File: src/rtl/sru_regs.svh
// Decode fields and clock costs of the shift and rotate unit
// Behaviour
// RL1: Opcode 110100vw with middle field 101 is the logical right shift.
// RL2: Middle field 111 is the arithmetic right shift, filling with sign bit.
// RL3: Middle field 000 is rotate left, top bit wraps into bit zero.
// RL4: Middle field 001 is rotate right, bit zero wraps into the top bit.
// RL5: Middle field 011 rotates right through carry, carry in at the top.
// RL6: Single-bit form on a register operand completes in 2 clocks.
// RL7: Single-bit form on a memory operand takes 15 clocks plus address time.
// RL8: Variable form on a register takes 8 clocks plus 4 per bit.
// RL9: Variable form on memory takes 20 plus address time plus 4 per bit.
// RL10: Count-source bit clear means count one; set means low count byte.
// RL11: Width bit clear means 8-bit operand; set means 16-bit operand.
`ifndef SRU_REGS_SVH
`define SRU_REGS_SVH

// Opcode byte layout
`define SRU_OPC_GROUP 6'h34
`define SRU_V_BIT 1
`define SRU_W_BIT 0
`define SRU_MOD_REG 2'h3

// Middle field codes of the mode byte
`define SRU_SUB_ROTATE_LEFT 3'h0
`define SRU_SUB_ROTATE_RIGHT 3'h1
`define SRU_SUB_ROTATE_CARRY_RIGHT 3'h3
`define SRU_SUB_LOGICAL_RIGHT_SHIFT 3'h5
`define SRU_SUB_ARITHMETIC_RIGHT_SHIFT 3'h7

// Clock costs, in clocks
`define SRU_CLK_SINGLE_REG 8'h02
`define SRU_CLK_SINGLE_MEM 8'h0f
`define SRU_CLK_VAR_REG 8'h08
`define SRU_CLK_VAR_MEM 8'h14
`define SRU_CLK_PER_BIT 8'h04

`endif

File: src/rtl/sru_pkg.sv
// Types of the shift and rotate unit
package sru_pkg;

    typedef enum logic [2:0] {
        ROTATE_LEFT_OP,
        ROTATE_RIGHT_OP,
        ROTATE_CARRY_RIGHT_OP,
        LOGICAL_RIGHT_SHIFT,
        ARITHMETIC_RIGHT_SHIFT
    } sru_op_t;

    typedef enum logic [1:0] {
        ST_IDLE,
        ST_BASE,
        ST_BITS
    } sru_state_t;

endpackage

File: src/rtl/sru_step_if.sv
// Link between the sequencer and the one-bit step datapath
`timescale 1ns/1ps
interface sru_step_if;
    logic [15:0] data;
    logic carry;
    logic wide;
    sru_pkg::sru_op_t op;
    logic [15:0] next_data;
    logic next_carry;

    modport core (
        output data, carry, wide, op,
        input next_data, next_carry
    );

    modport step (
        input data, carry, wide, op,
        output next_data, next_carry
    );
endinterface

File: src/rtl/sru_step.sv
// One-bit shift or rotate of an 8- or 16-bit operand
`timescale 1ns/1ps
module sru_step (
    // Step operands and result
    sru_step_if.step sif
);
    logic msb;
    logic fill;

    always_comb begin
        msb = sif.wide ? sif.data[15] : sif.data[7];
        fill = 1'b0;
        sif.next_data = sif.data;
        sif.next_carry = sif.carry;
        unique case (sif.op)
            sru_pkg::ROTATE_LEFT_OP: fill = msb; // RL3
            sru_pkg::ROTATE_RIGHT_OP: fill = sif.data[0]; // RL4
            sru_pkg::ROTATE_CARRY_RIGHT_OP: fill = sif.carry; // RL5
            sru_pkg::LOGICAL_RIGHT_SHIFT: fill = 1'b0; // RL1
            sru_pkg::ARITHMETIC_RIGHT_SHIFT: fill = msb; // RL2
            default: fill = 1'b0;
        endcase
        if (sif.op == sru_pkg::ROTATE_LEFT_OP) begin
            sif.next_carry = msb;
            if (sif.wide) begin
                sif.next_data = {sif.data[14:0], fill}; // RL11
            end else begin
                sif.next_data = {sif.data[15:8], sif.data[6:0], fill}; // RL11
            end
        end else if (sif.op != sru_pkg::ROTATE_LEFT_OP) begin
            sif.next_carry = sif.data[0];
            if (sif.wide) begin
                sif.next_data = {fill, sif.data[15:1]}; // RL11
            end else begin
                sif.next_data = {sif.data[15:8], fill, sif.data[7:1]}; // RL11
            end
        end
    end
endmodule

File: src/rtl/sru_top.sv
// Shift and rotate execution unit with instruction timing
`timescale 1ns/1ps
`include "sru_regs.svh"
module sru_top #(
    parameter int EA_W = 6
) (
    // Clock and reset
    input wire logic i_clk,
    input wire logic i_rst_b,
    // Instruction request
    input wire logic i_start,
    input wire logic [7:0] i_opcode,
    input wire logic [7:0] i_modrm,
    input wire logic [15:0] i_operand,
    input wire logic [15:0] i_count,
    input wire logic i_carry,
    input wire logic [EA_W-1:0] i_ea_time,
    // Completion
    output logic o_busy,
    output logic o_done,
    output logic o_illegal,
    output logic [15:0] o_result,
    output logic o_carry,
    output logic o_mem_operand
);
    sru_step_if sif ();

    sru_step u_step (
        .sif(sif.step)
    );

    // Decode of the presented instruction
    logic group_ok;
    logic legal;
    logic accept;
    logic in_var;
    logic in_mem;
    logic [7:0] in_count;
    logic [7:0] in_base;
    logic [7:0] ea_clk;
    sru_pkg::sru_op_t in_op;

    // Sequencer state
    sru_pkg::sru_state_t state;
    sru_pkg::sru_state_t next_state;
    logic [7:0] cnt;
    logic [7:0] next_cnt;
    logic [7:0] bits;
    logic [7:0] next_bits;
    logic single;
    logic next_single;
    logic step_en;
    logic finish;

    // Operand state
    logic [15:0] data;
    logic [15:0] next_data;
    logic carry;
    logic next_carry;
    logic wide;
    logic next_wide;
    sru_pkg::sru_op_t op;
    sru_pkg::sru_op_t next_op;
    logic mem;
    logic next_mem;

    // Output state
    logic next_busy;
    logic next_done;
    logic next_illegal;
    logic [15:0] next_result;
    logic next_res_carry;
    logic next_mem_operand;

    assign sif.data = data;
    assign sif.carry = carry;
    assign sif.wide = wide;
    assign sif.op = op;

    always_comb begin
        group_ok = i_opcode[7:2] == `SRU_OPC_GROUP;
        legal = group_ok;
        in_op = sru_pkg::LOGICAL_RIGHT_SHIFT;
        unique case (i_modrm[5:3])
            `SRU_SUB_ROTATE_LEFT: in_op = sru_pkg::ROTATE_LEFT_OP; // RL3
            `SRU_SUB_ROTATE_RIGHT: in_op = sru_pkg::ROTATE_RIGHT_OP; // RL4
            `SRU_SUB_ROTATE_CARRY_RIGHT: begin
                in_op = sru_pkg::ROTATE_CARRY_RIGHT_OP; // RL5
            end
            `SRU_SUB_LOGICAL_RIGHT_SHIFT: begin
                in_op = sru_pkg::LOGICAL_RIGHT_SHIFT; // RL1
            end
            `SRU_SUB_ARITHMETIC_RIGHT_SHIFT: begin
                in_op = sru_pkg::ARITHMETIC_RIGHT_SHIFT; // RL2
            end
            default: legal = 1'b0;
        endcase
        accept = i_start && (state == sru_pkg::ST_IDLE) && legal;
        in_var = i_opcode[`SRU_V_BIT];
        in_mem = i_modrm[7:6] != `SRU_MOD_REG;
        in_count = in_var ? i_count[7:0] : 8'h01; // RL10
        ea_clk = 8'(i_ea_time);
        if (in_var && in_mem) begin
            in_base = `SRU_CLK_VAR_MEM + ea_clk; // RL9
        end else if (in_var) begin
            in_base = `SRU_CLK_VAR_REG; // RL8
        end else if (in_mem) begin
            in_base = `SRU_CLK_SINGLE_MEM + ea_clk; // RL7
        end else begin
            in_base = `SRU_CLK_SINGLE_REG; // RL6
        end
    end

    // Sequencer: base cost, then a four-clock slot per counted bit of the variable form
    always_comb begin
        next_state = state;
        next_cnt = cnt;
        next_bits = bits;
        next_single = single;
        step_en = 1'b0;
        finish = 1'b0;
        unique case (state)
            sru_pkg::ST_IDLE: begin
                if (accept) begin
                    next_state = sru_pkg::ST_BASE;
                    next_cnt = in_base - 8'h01;
                    next_bits = in_var ? in_count : 8'h00;
                    next_single = !in_var;
                end
            end
            sru_pkg::ST_BASE: begin
                if (cnt != 8'h00) begin
                    next_cnt = cnt - 8'h01;
                end else if (single) begin
                    step_en = 1'b1; // RL6 RL7
                    finish = 1'b1;
                end else if (bits == 8'h00) begin
                    finish = 1'b1; // RL8 RL9
                end else begin
                    next_state = sru_pkg::ST_BITS;
                    next_cnt = `SRU_CLK_PER_BIT - 8'h01; // RL8 RL9
                end
            end
            sru_pkg::ST_BITS: begin
                if (cnt != 8'h00) begin
                    next_cnt = cnt - 8'h01;
                end else begin
                    step_en = 1'b1;
                    next_bits = bits - 8'h01;
                    if (bits == 8'h01) begin
                        finish = 1'b1;
                    end else begin
                        next_cnt = `SRU_CLK_PER_BIT - 8'h01; // RL8 RL9
                    end
                end
            end
        endcase
        if (finish) begin
            next_state = sru_pkg::ST_IDLE;
        end
    end

    always_ff @(posedge i_clk or negedge i_rst_b) begin
        if (!i_rst_b) begin
            state <= sru_pkg::ST_IDLE;
            cnt <= 8'h00;
            bits <= 8'h00;
            single <= 1'b0;
        end else begin
            state <= next_state;
            cnt <= next_cnt;
            bits <= next_bits;
            single <= next_single;
        end
    end

    // Operand held while the instruction runs
    always_comb begin
        next_data = data;
        next_carry = carry;
        next_wide = wide;
        next_op = op;
        next_mem = mem;
        if (accept) begin
            next_data = i_operand;
            next_carry = i_carry;
            next_wide = i_opcode[`SRU_W_BIT]; // RL11
            next_op = in_op;
            next_mem = in_mem;
        end else if (step_en) begin
            next_data = sif.next_data;
            next_carry = sif.next_carry;
        end
    end

    always_ff @(posedge i_clk or negedge i_rst_b) begin
        if (!i_rst_b) begin
            data <= 16'h0000;
            carry <= 1'b0;
            wide <= 1'b0;
            op <= sru_pkg::ROTATE_LEFT_OP;
            mem <= 1'b0;
        end else begin
            data <= next_data;
            carry <= next_carry;
            wide <= next_wide;
            op <= next_op;
            mem <= next_mem;
        end
    end

    // Completion outputs
    always_comb begin
        next_busy = next_state != sru_pkg::ST_IDLE;
        next_done = finish;
        next_illegal = i_start && (state == sru_pkg::ST_IDLE) && !legal;
        next_result = o_result;
        next_res_carry = o_carry;
        next_mem_operand = o_mem_operand;
        if (finish) begin
            next_result = next_data;
            next_res_carry = next_carry;
            next_mem_operand = mem;
        end
    end

    always_ff @(posedge i_clk or negedge i_rst_b) begin
        if (!i_rst_b) begin
            o_busy <= 1'b0;
            o_done <= 1'b0;
            o_illegal <= 1'b0;
            o_result <= 16'h0000;
            o_carry <= 1'b0;
            o_mem_operand <= 1'b0;
        end else begin
            o_busy <= next_busy;
            o_done <= next_done;
            o_illegal <= next_illegal;
            o_result <= next_result;
            o_carry <= next_res_carry;
            o_mem_operand <= next_mem_operand;
        end
    end
endmodule

File: config.mk
export PLATFORM = sky130hd
export DESIGN_NAME = sru_top
export DESIGN_NICKNAME = d
export VERILOG_FILES = /design/src/rtl/sru_pkg.sv /design/src/rtl/sru_step_if.sv /design/src/rtl/sru_step.sv /design/src/rtl/sru_top.sv
export VERILOG_INCLUDE_DIRS = /design/src /design/src/rtl
export SDC_FILE = /design/constraint.sdc
export NUM_CORES = 1
export LEC_CHECK = 0
export ABC_AREA = 1
export BUFFER_PORTS_ARGS = -buffer_cell sky130_fd_sc_hd__buf_2
export CAP_MARGIN = 10
export CORE_ASPECT_RATIO = 2
export CORE_UTILIZATION = 35
export CTS_CLUSTER_SIZE = 16
export DETAILED_ROUTE_END_ITERATION = 8
export GPL_TIMING_DRIVEN = 0
export PLACE_DENSITY_LB_ADDON = 0.08
export SLEW_MARGIN = 20
export SYNTH_ARGS = -nofsm -noshare
export SYNTH_HDL_FRONTEND = slang
export SYNTH_SLANG_ARGS = --single-unit
export TNS_END_PERCENT = 1
File: constraint.sdc
create_clock -name i_clk -period 4.9 [get_ports i_clk]
set_input_delay 1.225 -clock i_clk [delete_from_list [all_inputs] [get_ports i_clk]]
set_output_delay 1.225 -clock i_clk [all_outputs]
set_load 0.01 [all_outputs]
* Word-level counts from Yosys, hierarchy flattened
Index checks and enable logic that the tools add are counted.
** Operators by class
- Reductions and logical operators :: 19
- Eq/ne operators :: 17
- Muxes and demuxes :: 44
- Add/subtract/negate cells :: 5
** Operators by type and width (count)
- 16-bit 2-to-1 mux :: 6
- 8-bit 2-to-1 mux :: 9
- 8-bit case mux with 3 select lines :: 1
- 8-bit by 1-bit subtractor with 8-bit output (second input constant) :: 3
- 7-bit 2-to-1 mux :: 3
- 8-bit case mux with 2 select lines :: 1
- 1-bit 2-to-1 mux :: 14
- 3-bit case mux with 4 select lines :: 1
- 2-bit 2-to-1 mux :: 5
- 3-bit == test (second input constant) :: 3
- 3-bit inequality test (second input constant) :: 3
- 8-bit by 1-bit == test with 1-bit output (second input constant) :: 1
- 8-bit zero test :: 1
- 8-bit nonzero test :: 1
- 4-bit by 6-bit adder with 7-bit output (first input constant) :: 1
- 5-bit by 6-bit adder with 7-bit output (first input constant) :: 1
- 3-bit by 1-bit == test with 1-bit output (second input constant) :: 2
- 3-bit by 2-bit == test with 1-bit output (second input constant) :: 2
- 6-bit == test (second input constant) :: 1
- 3-bit zero test :: 2
- 2-bit inequality test (second input constant) :: 3
- 5-bit OR reduction :: 1
- 1-bit logical AND :: 4
- 1-bit case mux with 2 select lines :: 2
- other kinds (12) :: 14
** Word-level totals
- Input bits :: 58
- Word-level logic and storage cells :: 100
- Output and inout bits :: 21
- Register bits :: 62

* Depth between registers and ports, before layout
Gate-level depths: netlist (run 1).
- Depth after elaboration :: 8
- Mapped depth :: 12
- Mapped depth without buffers :: 12

* By module
From an unflattened synthesis (run 1), not the netlist that was laid out.
** Unflattened totals
- Cell total of the unflattened synthesis :: 563
- Area, all modules :: 4085.2 um^2
** Modules (own cells, without submodules)
- sru_top :: seq. area each 1551.5 um^2, area an instance 3659.8 um^2, times used 1, cells each 484
- sru_step :: seq. area each 0.0 um^2, area an instance 425.4 um^2, times used 1, cells each 79

* Worst setup path after synthesis (run 1)
Ideal clock, no wire load.
- Kind :: input to register
- From :: input i_ea_time[0]
- To :: register cnt[6]
- Cell stages on the path :: 11
- Data required time :: 4.838 ns
- Arrival time :: 2.405 ns
- Path buffers :: 0
- Path slack :: 2.432 ns
- Library setup time :: 0.062 ns
- Cells stage by stage :: inv_1 -> ha_1 -> nand3_1 -> nand2_1 -> ha_1 -> nand2_1 -> nor3_1 -> nand3_1 -> nand3_1 -> nand2_1 -> inv_1
** Between the ends
- Cells in the longest elaborated chain, start to end :: 7
- Elaborated cells between the ends (all ways) :: 8
- Those cells by class :: add/sub (3); mux (5)
** Ends and longest elaborated chain
- start: declaration :: RTL line sru_top.sv:17 : input wire logic [EA_W-1:0] i_ea_time,
- 4-bit by 6-bit adder with 7-bit output (no line)
- 7-bit 2-to-1 mux :: RTL line sru_top.sv:107 : end else if (in_mem) begin
- 7-bit 2-to-1 mux :: RTL line sru_top.sv:105 : end else if (in_var) begin
- 7-bit 2-to-1 mux * :: RTL line sru_top.sv:103 : if (in_var && in_mem) begin
- 8-bit by 1-bit subtractor with 8-bit output * :: RTL line sru_top.sv:126 : next_cnt = in_base - 8'h01;
- 8-bit 2-to-1 mux * :: RTL line sru_top.sv:124 : if (accept) begin
- 8-bit case mux with 3 select lines * :: RTL line sru_top.sv:122 : unique case (state)
- end signal: assignment :: RTL line sru_top.sv:171 : cnt <= next_cnt;
- end: declaration :: RTL line sru_top.sv:46 : logic [7:0] cnt;
Every way passes the cells marked *; elsewhere a longest branch is shown, timed or not. The select of a mux whose other input is x is not followed.
A chain may end at the register's enable or synchronous reset.

* Final worst setup path (run 1)
- From :: input i_modrm[5]
- To :: register o_busy
** Between the ends
- Cells in the longest elaborated chain, start to end :: 8
- Elaborated cells between the ends (all ways) :: 12
- Those cells by class :: eq/ne (4); mux (4); reduce/logical (4)
** Ends and longest elaborated chain
- start: declaration :: RTL line sru_top.sv:13 : input wire logic [7:0] i_modrm,
- 3-bit == test (tied with other cells) :: RTL line sru_top.sv:84 : unique case (i_modrm[5:3])
- 5-bit OR reduction (no line) *
- 1-bit 2-to-1 mux * :: RTL line sru_top.sv:84
- 1-bit logical AND * :: RTL line sru_top.sv:98 : accept = i_start && (state == sru_pkg::ST_IDLE) && legal;
- 2-bit 2-to-1 mux * :: RTL line sru_top.sv:124
- 2-bit case mux with 2 select lines * :: RTL line sru_top.sv:122
- 2-bit 2-to-1 mux * :: RTL line sru_top.sv:158 : if (finish) begin
- 2-bit nonzero test * :: RTL line sru_top.sv:214 : next_busy = next_state != sru_pkg::ST_IDLE;
- net next_busy :: RTL line sru_top.sv:68 : logic next_busy;
- end signal: assignment :: RTL line sru_top.sv:236 : o_busy <= next_busy;
- end: declaration :: RTL line sru_top.sv:19 : output logic o_busy,
Mark *: on every way through the listed nets, which the timed path passes. The rest lies on a longest branch.

==> flow_metrics.py, run 1 <==
metrics = {
    "finish": {
        "nNetsFinal": 698,
        "diodes": 0,
        "instances_no_fill": 773,
        "final_area_um2": 4700,
        "layout-drive-gt1-share": 0.207,
        "area_growth_pct": 20.2,
        "nFillCells": 1173,
    },
    "timing": {
        "tightest_slew_ps": 634,
        "period_needed_ps": 2510,
        "finalSetupViolations": 0,
        "relSlewSlack": 0.577,
        "fin_hold_ws_ps": 471,
        "max_freq_mhz": 398,
        "fin_crit_sh": 0.513,
        "final-hold-violation-count": 0,
        "fin_worst_skew_ps": 5.19,
        "timing.final.ws_setup_ps": 2390,
        "slew_viol_final": 0,
        "fin_setup_tns_ps": 0,
        "rsz0062_at_grt": "no",
    },
    "global_routing": {
        "met3_usage": 0.0380,
        "overflow": 0,
        "grt_max_degree": 37,
        "grt_pass1_wl_mm": 17.6,
        "grt_use_total": 0.199,
        "gr-usage-met2": 0.400,
        "antenna_found_initial": 0,
        "grt_pass1_vias": 3700,
        "met1_usage": 0.185,
        "gr-max-usage-layer": "met2",
    },
    "logic_synthesis": {
        "synth.top_cell.area_share": 0.397,
        "yosysTopAreaCell": "dfrtp_1",
        "syn_inst": 550,
        "yosysSeqAreaShare": 0.397,
        "synth_edf_count": 0,
        "ys_seq_elements": 62,
        "syn-num-nets": 619,
        "postSynthAreaPerCell_um2": 7.10,
        "ys_warn_count": 0,
        "async_reset_ff_frac": 1.00,
        "synth_area_um2": 3910,
        "synth_ff_type": "dfrtp_1",
        "ys_types": 40,
        "yosys-top-cells-area": "dfrtp_1 40%, nand2_1 18%, nand3_1 5.4%",
    },
    "die": {
        "die_area_um2": 11600,
        "dieWidth_um": 76.7,
        "core_um2": 10900,
        "die_h_um": 151,
        "ioPinCount": 79,
        "placementRows": 54,
        "start_util": 0.359,
    },
    "worst_setup_path": {
        "cp_max_fo": 10,
        "critPathKind": "in2reg",
        "cp.arrival_ps": 2720,
        "required_ps": 5110,
        "critPathCaptureType": "register",
        "worstSetupStartpointType": "input port",
    },
    "drt": {
        "first_iter_violations": 123,
        "wl_per_cell_um": 14.2,
        "routed_wl_mm": 11.0,
        "vias": 3735,
        "drc_errors": 0,
        "antenna_left": 0,
        "avgViaCountPerCell": 4.83,
        "drt-pass1-iter-count": 4,
    },
    "hold_path": {
        "worst_hold_path_type": "reg2reg",
    },
    "power": {
        "powerDensity_nw_per_um2": 384,
        "ir_drop_uv": 169,
        "power.static_leakage_uw": 0.00242,
    },
    "clocking": {
        "cts_buffers": 9,
        "clock_path_buffers": 2,
        "path_clk_slew_ps": 50,
        "clk_latency_ps": 330,
        "cts_hold_buf": 0,
        "cts_resized": 0,
        "cts_tree": "built",
        "h-tree-depth": 3,
        "cts.sinks": 62,
        "root_buffer": "clkbuf_16",
        "post_cts_buffers": 0,
    },
    "outcome": {
        "status": "finished clean",
    },
    "placed_design": {
        "io_buffers": 67,
        "pre_cts_ws_ps": 2000,
        "place_inst": 758,
        "dp_hpwl_mm": 8.63,
        "place.gp.congestion": 0.849,
        "dpl_cell_area_um2": 4440,
    },
    "flow_run": {
        "drv_cap": 0,
    },
}
==> cells by family (layout without fill, tap and decap cells) <==
kind of cell             after synthesis  after routing  share of synthesized area
AND/OR/NAND/NOR                      297            297                      0.323
AO/OA/AOI/OAI                         98             98                      0.150
flip-flops                            62             62                      0.397
XOR/XNOR                               5              5                     0.0112
adder cells (fa/ha/maj)               11             11                     0.0352
buffers and inverters                 77            160                     0.0833
==> metal layers <==
metal	up-vias	part of all wire
met3	20	0.023
met2	57	0.58
met4	0	0.030
li1	1933	-
met1	1725	0.36
met5	-	0
==> layout make-up <==
| class | count | area, µm² | area share |
|---|---|---|---|
| multi-input cells | 411 | 2030 | 0.432 |
| flip-flops and latches | 62 | 1550 | 0.330 |
| repair buffers | 68 | 358 | 0.0762 |
| clock buffers | 10 | 229 | 0.0487 |
| inverters | 60 | 225 | 0.0479 |
| well taps | 140 | 175 | 0.0373 |
| plain buffers | 17 | 100 | 0.0213 |
| clock inverters | 5 | 27.5 | 0.00586 |
==> report_power, final <==
part | switching (µW) | internal (µW)
combinational | 369 | 204
clock | 224 | 335
sequential | 70.0 | 603
total | 663 | 1140
==> state kept, by name, summed over array words and instances (netlist names) <==
signal / flops
single: 1
o_mem_operand: 1
o_busy: 1
o_illegal: 1
cnt: 8
carry: 1
state: 2
data: 16
o_carry: 1
o_result: 16
bits: 8
o_done: 1
op: 3
sif.wide: 1
mem: 1
==> synthesized netlist by cell type, types with 2 or more instances <==
master and instances:
a21boi_0 3, a21oi_1 19, a21oi_2 6, a31oi_1 4
buf_2 11, clkbuf_1 3, dfrtp_1 62, ha_1 11
inv_1 55, inv_2 5, nand2_1 185, nand2_2 5
nand3_1 42, nand3_2 3, nand4_1 3, nor2_1 44
nor2_2 2, nor2_4 2, nor3_1 2, o211ai_1 5
o21ai_0 40, o21ai_1 8, o22ai_1 6, or2_2 5
xnor2_1 2, xor2_1 3
==> stage by stage <==
stage / power (µW) / utilization
after CTS: 1830 / 0.432
final: 1810 / 0.432
after global routing: 1940 / 0.432
after global placement: 1240 / 0.406
after floorplan: 1090 / -
after detailed placement: 1250 / 0.408
==> path summary, 6_finish.rpt <==
kind	from	endpoint	slack [ps]	cells past startpoint
max	i_modrm[5]	o_busy	2390	8
min	o_result[5]	o_result[5]	470	2
max reg2reg	state[1]	o_busy	2690	10
min reg2reg	o_result[5]	o_result[5]	470	2
max in group asynchronous	i_rst_b	data[12]	3540	2
min in group asynchronous	i_rst_b	op[1]	820	1
==> placed cells by master (no fill, tap or decap), types with 2 or more instances in the layout <==
cell         n
a21boi_0     3
buf_4        2
o21ai_1      8
ha_1        11
nor2_1      44
clkbuf_1     4
nand3_1     42
nor3_1       2
a21oi_2      6
xor2_1       3
clkbuf_16    9
xnor2_1      2
nand2_2      5
a21oi_1     19
or2_2        5
a31oi_1      4
nor2_4       2
nor2_2       2
o22ai_1      6
inv_2        5
o21ai_0     40
o211ai_1     5
inv_1       55
nand3_2      3
nand4_1      3
buf_2       77
nand2_1    185
dfrtp_1     62
clkinv_2     4
==> critical path, cell delays in order <==
cell	delay [ps]
buf_2	120
o21ai_2	210
nand4_2	280
inv_2	190
buf_2	260
nor2_1	60
o21ai_0	270
o21ai_1	100
Power figures use the tool's default switching activity.
==> run 2, diff against run 1 <==
==> constraint.sdc (replaced) <==
create_clock -name i_clk -period 2.4 [get_ports i_clk]
set_input_delay 0.6 -clock i_clk [delete_from_list [all_inputs] [get_ports i_clk]]
set_output_delay 0.6 -clock i_clk [all_outputs]
set_load 0.01 [all_outputs]
==> run 2 against run 1 <==
Sequential power rose by 100%. Die area did not move. Critical path depth rose by 2. Register-to-register slack got worse by 2500 ps. Clock skew barely moved. Largest cell class unchanged.
==> flow_metrics.py, run 2 (synthesis gave the netlist of run 1 again) <==
metrics = {
    "outcome": {
        "status": "finished clean",
    },
    "timing": {
        "tightest_slew_ps": 634,
        "fin_hold_ws_ps": 197,
        "finalSetupViolations": 0,
        "slew_viol_final": 0,
        "max_freq_mhz": 459,
        "rsz0062_at_grt": "no",
        "fin_crit_sh": 0.907,
        "final-hold-violation-count": 0,
        "fin_setup_tns_ps": 0,
        "period_needed_ps": 2180,
        "fin_worst_skew_ps": 5.20,
        "relSlewSlack": 0.577,
    },
    "power": {
        "powerDensity_nw_per_um2": 785,
        "ir_drop_uv": 345,
        "power.static_leakage_uw": 0.00242,
    },
    "flow_run": {
        "drv_cap": 0,
    },
    "drt": {
        "antenna_left": 0,
        "avgViaCountPerCell": 4.83,
        "first_iter_violations": 119,
        "routed_wl_mm": 11.0,
        "drc_errors": 0,
        "drt-pass1-iter-count": 4,
        "wl_per_cell_um": 14.2,
        "vias": 3735,
    },
    "global_routing": {
        "antenna_found_initial": 0,
        "grt_use_total": 0.199,
        "grt_pass1_vias": 3700,
        "grt_max_degree": 37,
        "overflow": 0,
        "grt_pass1_wl_mm": 17.6,
    },
    "clocking": {
        "root_buffer": "clkbuf_16",
        "h-tree-depth": 3,
        "clk_latency_ps": 330,
        "cts_buffers": 9,
        "clock_path_buffers": 2,
        "cts.sinks": 62,
        "cts_hold_buf": 0,
        "cts_tree": "built",
        "path_clk_slew_ps": 50,
    },
    "worst_setup_path": {
        "critPathKind": "reg2reg",
        "required_ps": 2610,
        "cp.depth": 10,
        "cp_max_fo": 10,
        "rr_startpoint": "state[1]",
        "cp.arrival_ps": 2390,
        "r2r_slack_ps": 220,
        "startpoint": "state[1]",
        "slowest_delay_ps": 400,
        "reg2reg_depth": 10,
        "critPathCaptureType": "register",
        "slowest_stage": "dfrtp_1",
        "crit_buf_inv": 4,
        "worstSetupStartpointType": "register",
        "path_delay_family": "buffers and inverters",
        "crit_chain": "inv_1 > ha_1 > nand2_1 > inv_1 > nand4_2 > inv_2 > clkbuf_4 > nor2_1 > o21ai_0 > o21ai_1",
        "cp_common_cell": "inv_1",
    },
    "die": {
        "ioPinCount": 79,
        "core_um2": 10900,
        "dieWidth_um": 76.7,
        "placementRows": 54,
        "die_area_um2": 11600,
        "start_util": 0.359,
        "die_h_um": 151,
    },
    "finish": {
        "area_growth_pct": 20.3,
        "top_regs": "data: 16 flops, o_result: 16 flops",
        "layout_common_cells": "185 x nand2_1, 76 x buf_2, 62 x dfrtp_1, 54 x inv_1, 44 x nor2_1",
        "nNetsFinal": 698,
        "layout-drive-gt1-share": 0.209,
        "layout_commonest_cell": "nand2_1",
        "diodes": 0,
        "final_util": 0.432,
    },
    "hold_path": {
        "worst_hold_path_type": "in2async",
    },
    "placed_design": {
        "io_buffers": 67,
        "dp_hpwl_mm": 8.63,
        "place.gp.congestion": 0.849,
    },
}
[run 2: worst paths after layout]
| path | end |
|---|---|
| setup / recovery | o_busy |
| hold / removal | op[1] |
| setup reg to reg | o_busy |
| hold reg to reg | o_result[5] |
| max in group asynchronous | data[12] |
| min in group i_clk | o_result[5] |
[run 2: final cells by class]
cell class                      instances  area, µm²
Buffer                                 17        103
Clock buffer                           10        229
Clock inverter                          5       27.5
Fill cell                            1172       6180
Inverter                               60        225
Multi-Input combinational cell        411       2030
Sequential cell                        62       1550
Tap cell                              140        175
Timing Repair Buffer                   68        358
[run 2: timing repair]
action,in CTS,in global routing
setup endpoints to repair,0,2
setup buffers,0,0
endpoints found under the hold margin,0,0
gates resized for setup,0,2
[run 2: power by group]
| group | leakage, µW | internal, µW | switching (µW) | total [µW] |
|---|---|---|---|---|
| Combinational | 0.00161 | 417 | 754 | 1170 |
| Sequential | 0.000688 | 1230 | 143 | 1370 |
| Clock | 0.000128 | 684 | 458 | 1140 |
[run 2: routing by layer]
metal | track usage | wire length, µm | vias to the layer above
met1 | 0.185 | 3990 | 1725
met2 | 0.400 | 6380 | 57
li1 | - | - | 1933
met4 | 0.103 | 333 | 0
met5 | 0 | 0 | -
met3 | 0.0380 | 251 | 20
[run 2: metrics by stage]
step / cells / worst slack [ps] / cell area [µm²] / total power [µW]
6_report: 773 / 223 / 4700 / 3690
5_1_grt: 773 / 35.9 / 4700 / 3960
4_1_cts: 773 / 131 / 4700 / 3730
3_5_place_dp: 758 / 120 / 4440 / 2560
3_3_place_gp: 757 / 136 / 4420 / 2530
2_1_floorplan: 550 / 557 / 3910 / 2230
==> run 3, diff against run 2 <==
--- a/config.mk
+++ b/config.mk
@@ -6,7 +6,6 @@
 export SDC_FILE = /design/constraint.sdc
 export NUM_CORES = 1
 export LEC_CHECK = 0
-export ABC_AREA = 1
 export BUFFER_PORTS_ARGS = -buffer_cell sky130_fd_sc_hd__buf_2
 export CAP_MARGIN = 10
 export CORE_ASPECT_RATIO = 2
==> constraint.sdc (replaced) <==
create_clock -name i_clk -period 2.6 [get_ports i_clk]
set_input_delay 0.65 -clock i_clk [delete_from_list [all_inputs] [get_ports i_clk]]
set_output_delay 0.65 -clock i_clk [all_outputs]
set_load 0.01 [all_outputs]
==> run 3 against run 2 <==
Worst hold slack better by 1.5 ps. Register-to-register slack worse by 160 ps. Utilization up 1.7 points. Sequential share of layout area about the same. Final area about the same. Area after synthesis down 3.6%. Via count down 9.1%. Combinational power up 15%. Fmax down 14%. Largest cell class unchanged. Highest routed layer unchanged.
==> flow_metrics.py, run 3 <==
metrics = {
    "outcome": {
        "status": "finished clean",
    },
    "worst_setup_path": {
        "r2r_slack_ps": 70,
        "cp_max_fo": 6,
        "crit_chain": "inv_1 > ha_4 > or4bb_4 > nor3_4 > buf_4 > o31ai_1 > nor2_1 > o21ai_1 > mux2_2",
        "critPathKind": "reg2reg",
        "crit_buf_inv": 2,
        "cp.arrival_ps": 2740,
        "r2r-end": "o_result[7]",
        "critPathCaptureType": "register",
        "slowest_stage": "or4bb_4",
        "rr_startpoint": "state[0]",
        "worstSetupStartpointType": "register",
        "reg2reg_depth": 9,
        "path_delay_family": "simple AND/OR/NAND/NOR gates",
        "required_ps": 2810,
        "slowest_delay_ps": 520,
    },
    "clocking": {
        "root_buffer": "clkbuf_16",
        "clock_path_buffers": 2,
        "path_clk_slew_ps": 60,
        "cts_tree": "built",
        "cts.sinks": 62,
        "clk_latency_ps": 330,
        "cts_buffers": 9,
        "h-tree-depth": 3,
    },
    "finish": {
        "nFillCells": 1067,
        "nNetsFinal": 563,
        "multi_input_area_um2": 2090,
        "diodes": 0,
        "instances_no_fill": 636,
        "layout-drive-gt1-share": 0.253,
        "final_util": 0.449,
        "layout_commonest_cell": "buf_2",
        "area_growth_pct": 24.8,
        "top_regs": "data: 16 flops, o_result: 16 flops",
        "final_area_um2": 4700,
        "layout_common_cells": "66 x buf_2, 62 x dfrtp_1, 57 x nand2_1, 37 x o21ai_0, 20 x inv_1",
        "regArea_um2": 1550,
    },
    "global_routing": {
        "overflow": 0,
        "antenna_found_initial": 0,
        "grt_pass1_wl_mm": 16.4,
        "grt_pass1_vias": 3422,
        "grt_max_degree": 47,
        "grt_use_total": 0.198,
    },
    "die": {
        "start_util": 0.360,
        "core_um2": 10500,
        "placementRows": 53,
        "die_area_um2": 11200,
        "ioPinCount": 79,
        "dieWidth_um": 75.4,
        "die_h_um": 149,
    },
    "logic_synthesis": {
        "synth_area_um2": 3770,
        "ys_warn_count": 0,
        "yosysTopAreaCell": "dfrtp_1",
        "async_reset_ff_frac": 1.00,
        "ys_seq_elements": 62,
        "synth.top_cell.area_share": 0.412,
        "synth_edf_count": 0,
        "synth_ff_type": "dfrtp_1",
        "synthTopCellsByCount": "62 x dfrtp_1, 57 x nand2_1, 37 x o21ai_0",
        "synth.most_common_cell": "dfrtp_1",
        "syn-num-nets": 482,
        "ys_types": 56,
        "postSynthAreaPerCell_um2": 9.12,
        "yosysSeqAreaShare": 0.412,
        "syn_inst": 413,
        "yosys-top-cells-area": "dfrtp_1 41%, nand2_1 5.7%, mux2_2 5.1%",
    },
    "timing": {
        "slew_viol_final": 0,
        "rsz0062_at_grt": "yes",
        "fin_setup_tns_ps": 0,
        "max_freq_mhz": 395,
        "relSlewSlack": 0.604,
        "final-hold-violation-count": 0,
        "period_needed_ps": 2530,
        "tightest_slew_ps": 587,
        "fin_worst_skew_ps": 6.60,
        "finalSetupViolations": 0,
        "fin_crit_sh": 0.975,
    },
    "power": {
        "powerDensity_nw_per_um2": 840,
        "power.static_leakage_uw": 0.00217,
        "ir_drop_uv": 423,
        "p_total_uw": 3950,
    },
    "flow_run": {
        "drv_cap": 0,
    },
    "drt": {
        "first_iter_violations": 145,
        "drc_errors": 0,
        "wl_per_cell_um": 16.2,
        "drt-pass1-iter-count": 4,
        "vias": 3395,
        "avgViaCountPerCell": 5.34,
        "routed_wl_mm": 10.3,
        "antenna_left": 0,
    },
    "placed_design": {
        "place_inst": 616,
        "io_buffers": 65,
        "dp_hpwl_mm": 8.01,
        "place.gp.congestion": 0.819,
        "dpl_cell_area_um2": 4290,
    },
    "hold_path": {
        "worst_hold_path_type": "in2async",
    },
}
[run 3: changes by cell type in the layout (fill, tap and decap cells not counted), sizes merged, moves of 10 or more]
cell	delta
a21oi	-10
clkbuf	+15
inv	-39
mux2	+18
mux2i	+19
nand2	-133
nand3	-39
nor2	-29
nor3	+11
[run 3: worst max-delay path by stage]
stage / from / to / slack, ps / cells after the start
finish: state[0] / o_result[7] / 70 / 9
global route: i_opcode[5] / o_result[4] / -70 / 8
CTS: state[1] / o_result[9] / -2 / 9
detailed placement: i_opcode[1] / cnt[4] / -320 / 10
global placement: i_opcode[1] / cnt[6] / -260 / 8
floorplan: i_opcode[1] / cnt[6] / 160 / 8
[run 3: layout make-up]
type	instances	area share
flip-flops and latches	62	0.330
plain buffers	23	0.0255
multi-input cells	307	0.443
well taps	137	0.0364
repair buffers	70	0.0819
clock inverters	5	0.0122
clock buffers	11	0.0537
inverters	21	0.0168
[run 3: what timing repair did]
action                                  4_1_cts  5_1_grt
resized for setup                             6       14
endpoints found under the setup margin       24       24
pin swaps                                     2        1
hold buffers                                  0        0
setup buffers                                 4        0
[run 3: per-layer routing]
layer  vias to the layer above  global-route usage  wire (µm)
met4                         0               0.115        381
met2                        79               0.372       5920
met5                         -                   0          0
met1                      1620               0.192       3710
li1                       1673                   -          -
met3                        23              0.0285        262
[run 3: logic make-up after synthesis]
logic type               share of synthesized area
AO/OA/AOI/OAI                                0.207
multiplexers                                 0.105
flip-flops                                   0.412
buffers and inverters                       0.0492
AND/OR/NAND/NOR                              0.172
XOR/XNOR                                    0.0186
adder cells (fa/ha/maj)                     0.0365
[run 3: power breakdown]
group          switching [µW]  internal (µW)  total (µW)  leakage, µW
logic                     784            559        1340      0.00126
registers                 213           1180        1390     0.000769
clock network             422            791        1210     0.000144
total                    1420           2530        3950      0.00217
[run 3: worst register-to-register path, stage by stage (launching register included)]
cell and delay, ps:
dfrtp_1 410, inv_1 140, ha_4 290, or4bb_4 520
nor3_4 250, buf_4 180, o31ai_1 70, nor2_1 160
o21ai_1 130, mux2_2 280
[run 3: through the flow]
stage | worst slack (ps) | hold slack [ps]
after floorplan | 162 | 354
after global placement | -259 | 480
after detailed placement | -324 | 482
after CTS | -2.49 | 195
after global routing | -68.0 | 208
final | 65.5 | 199
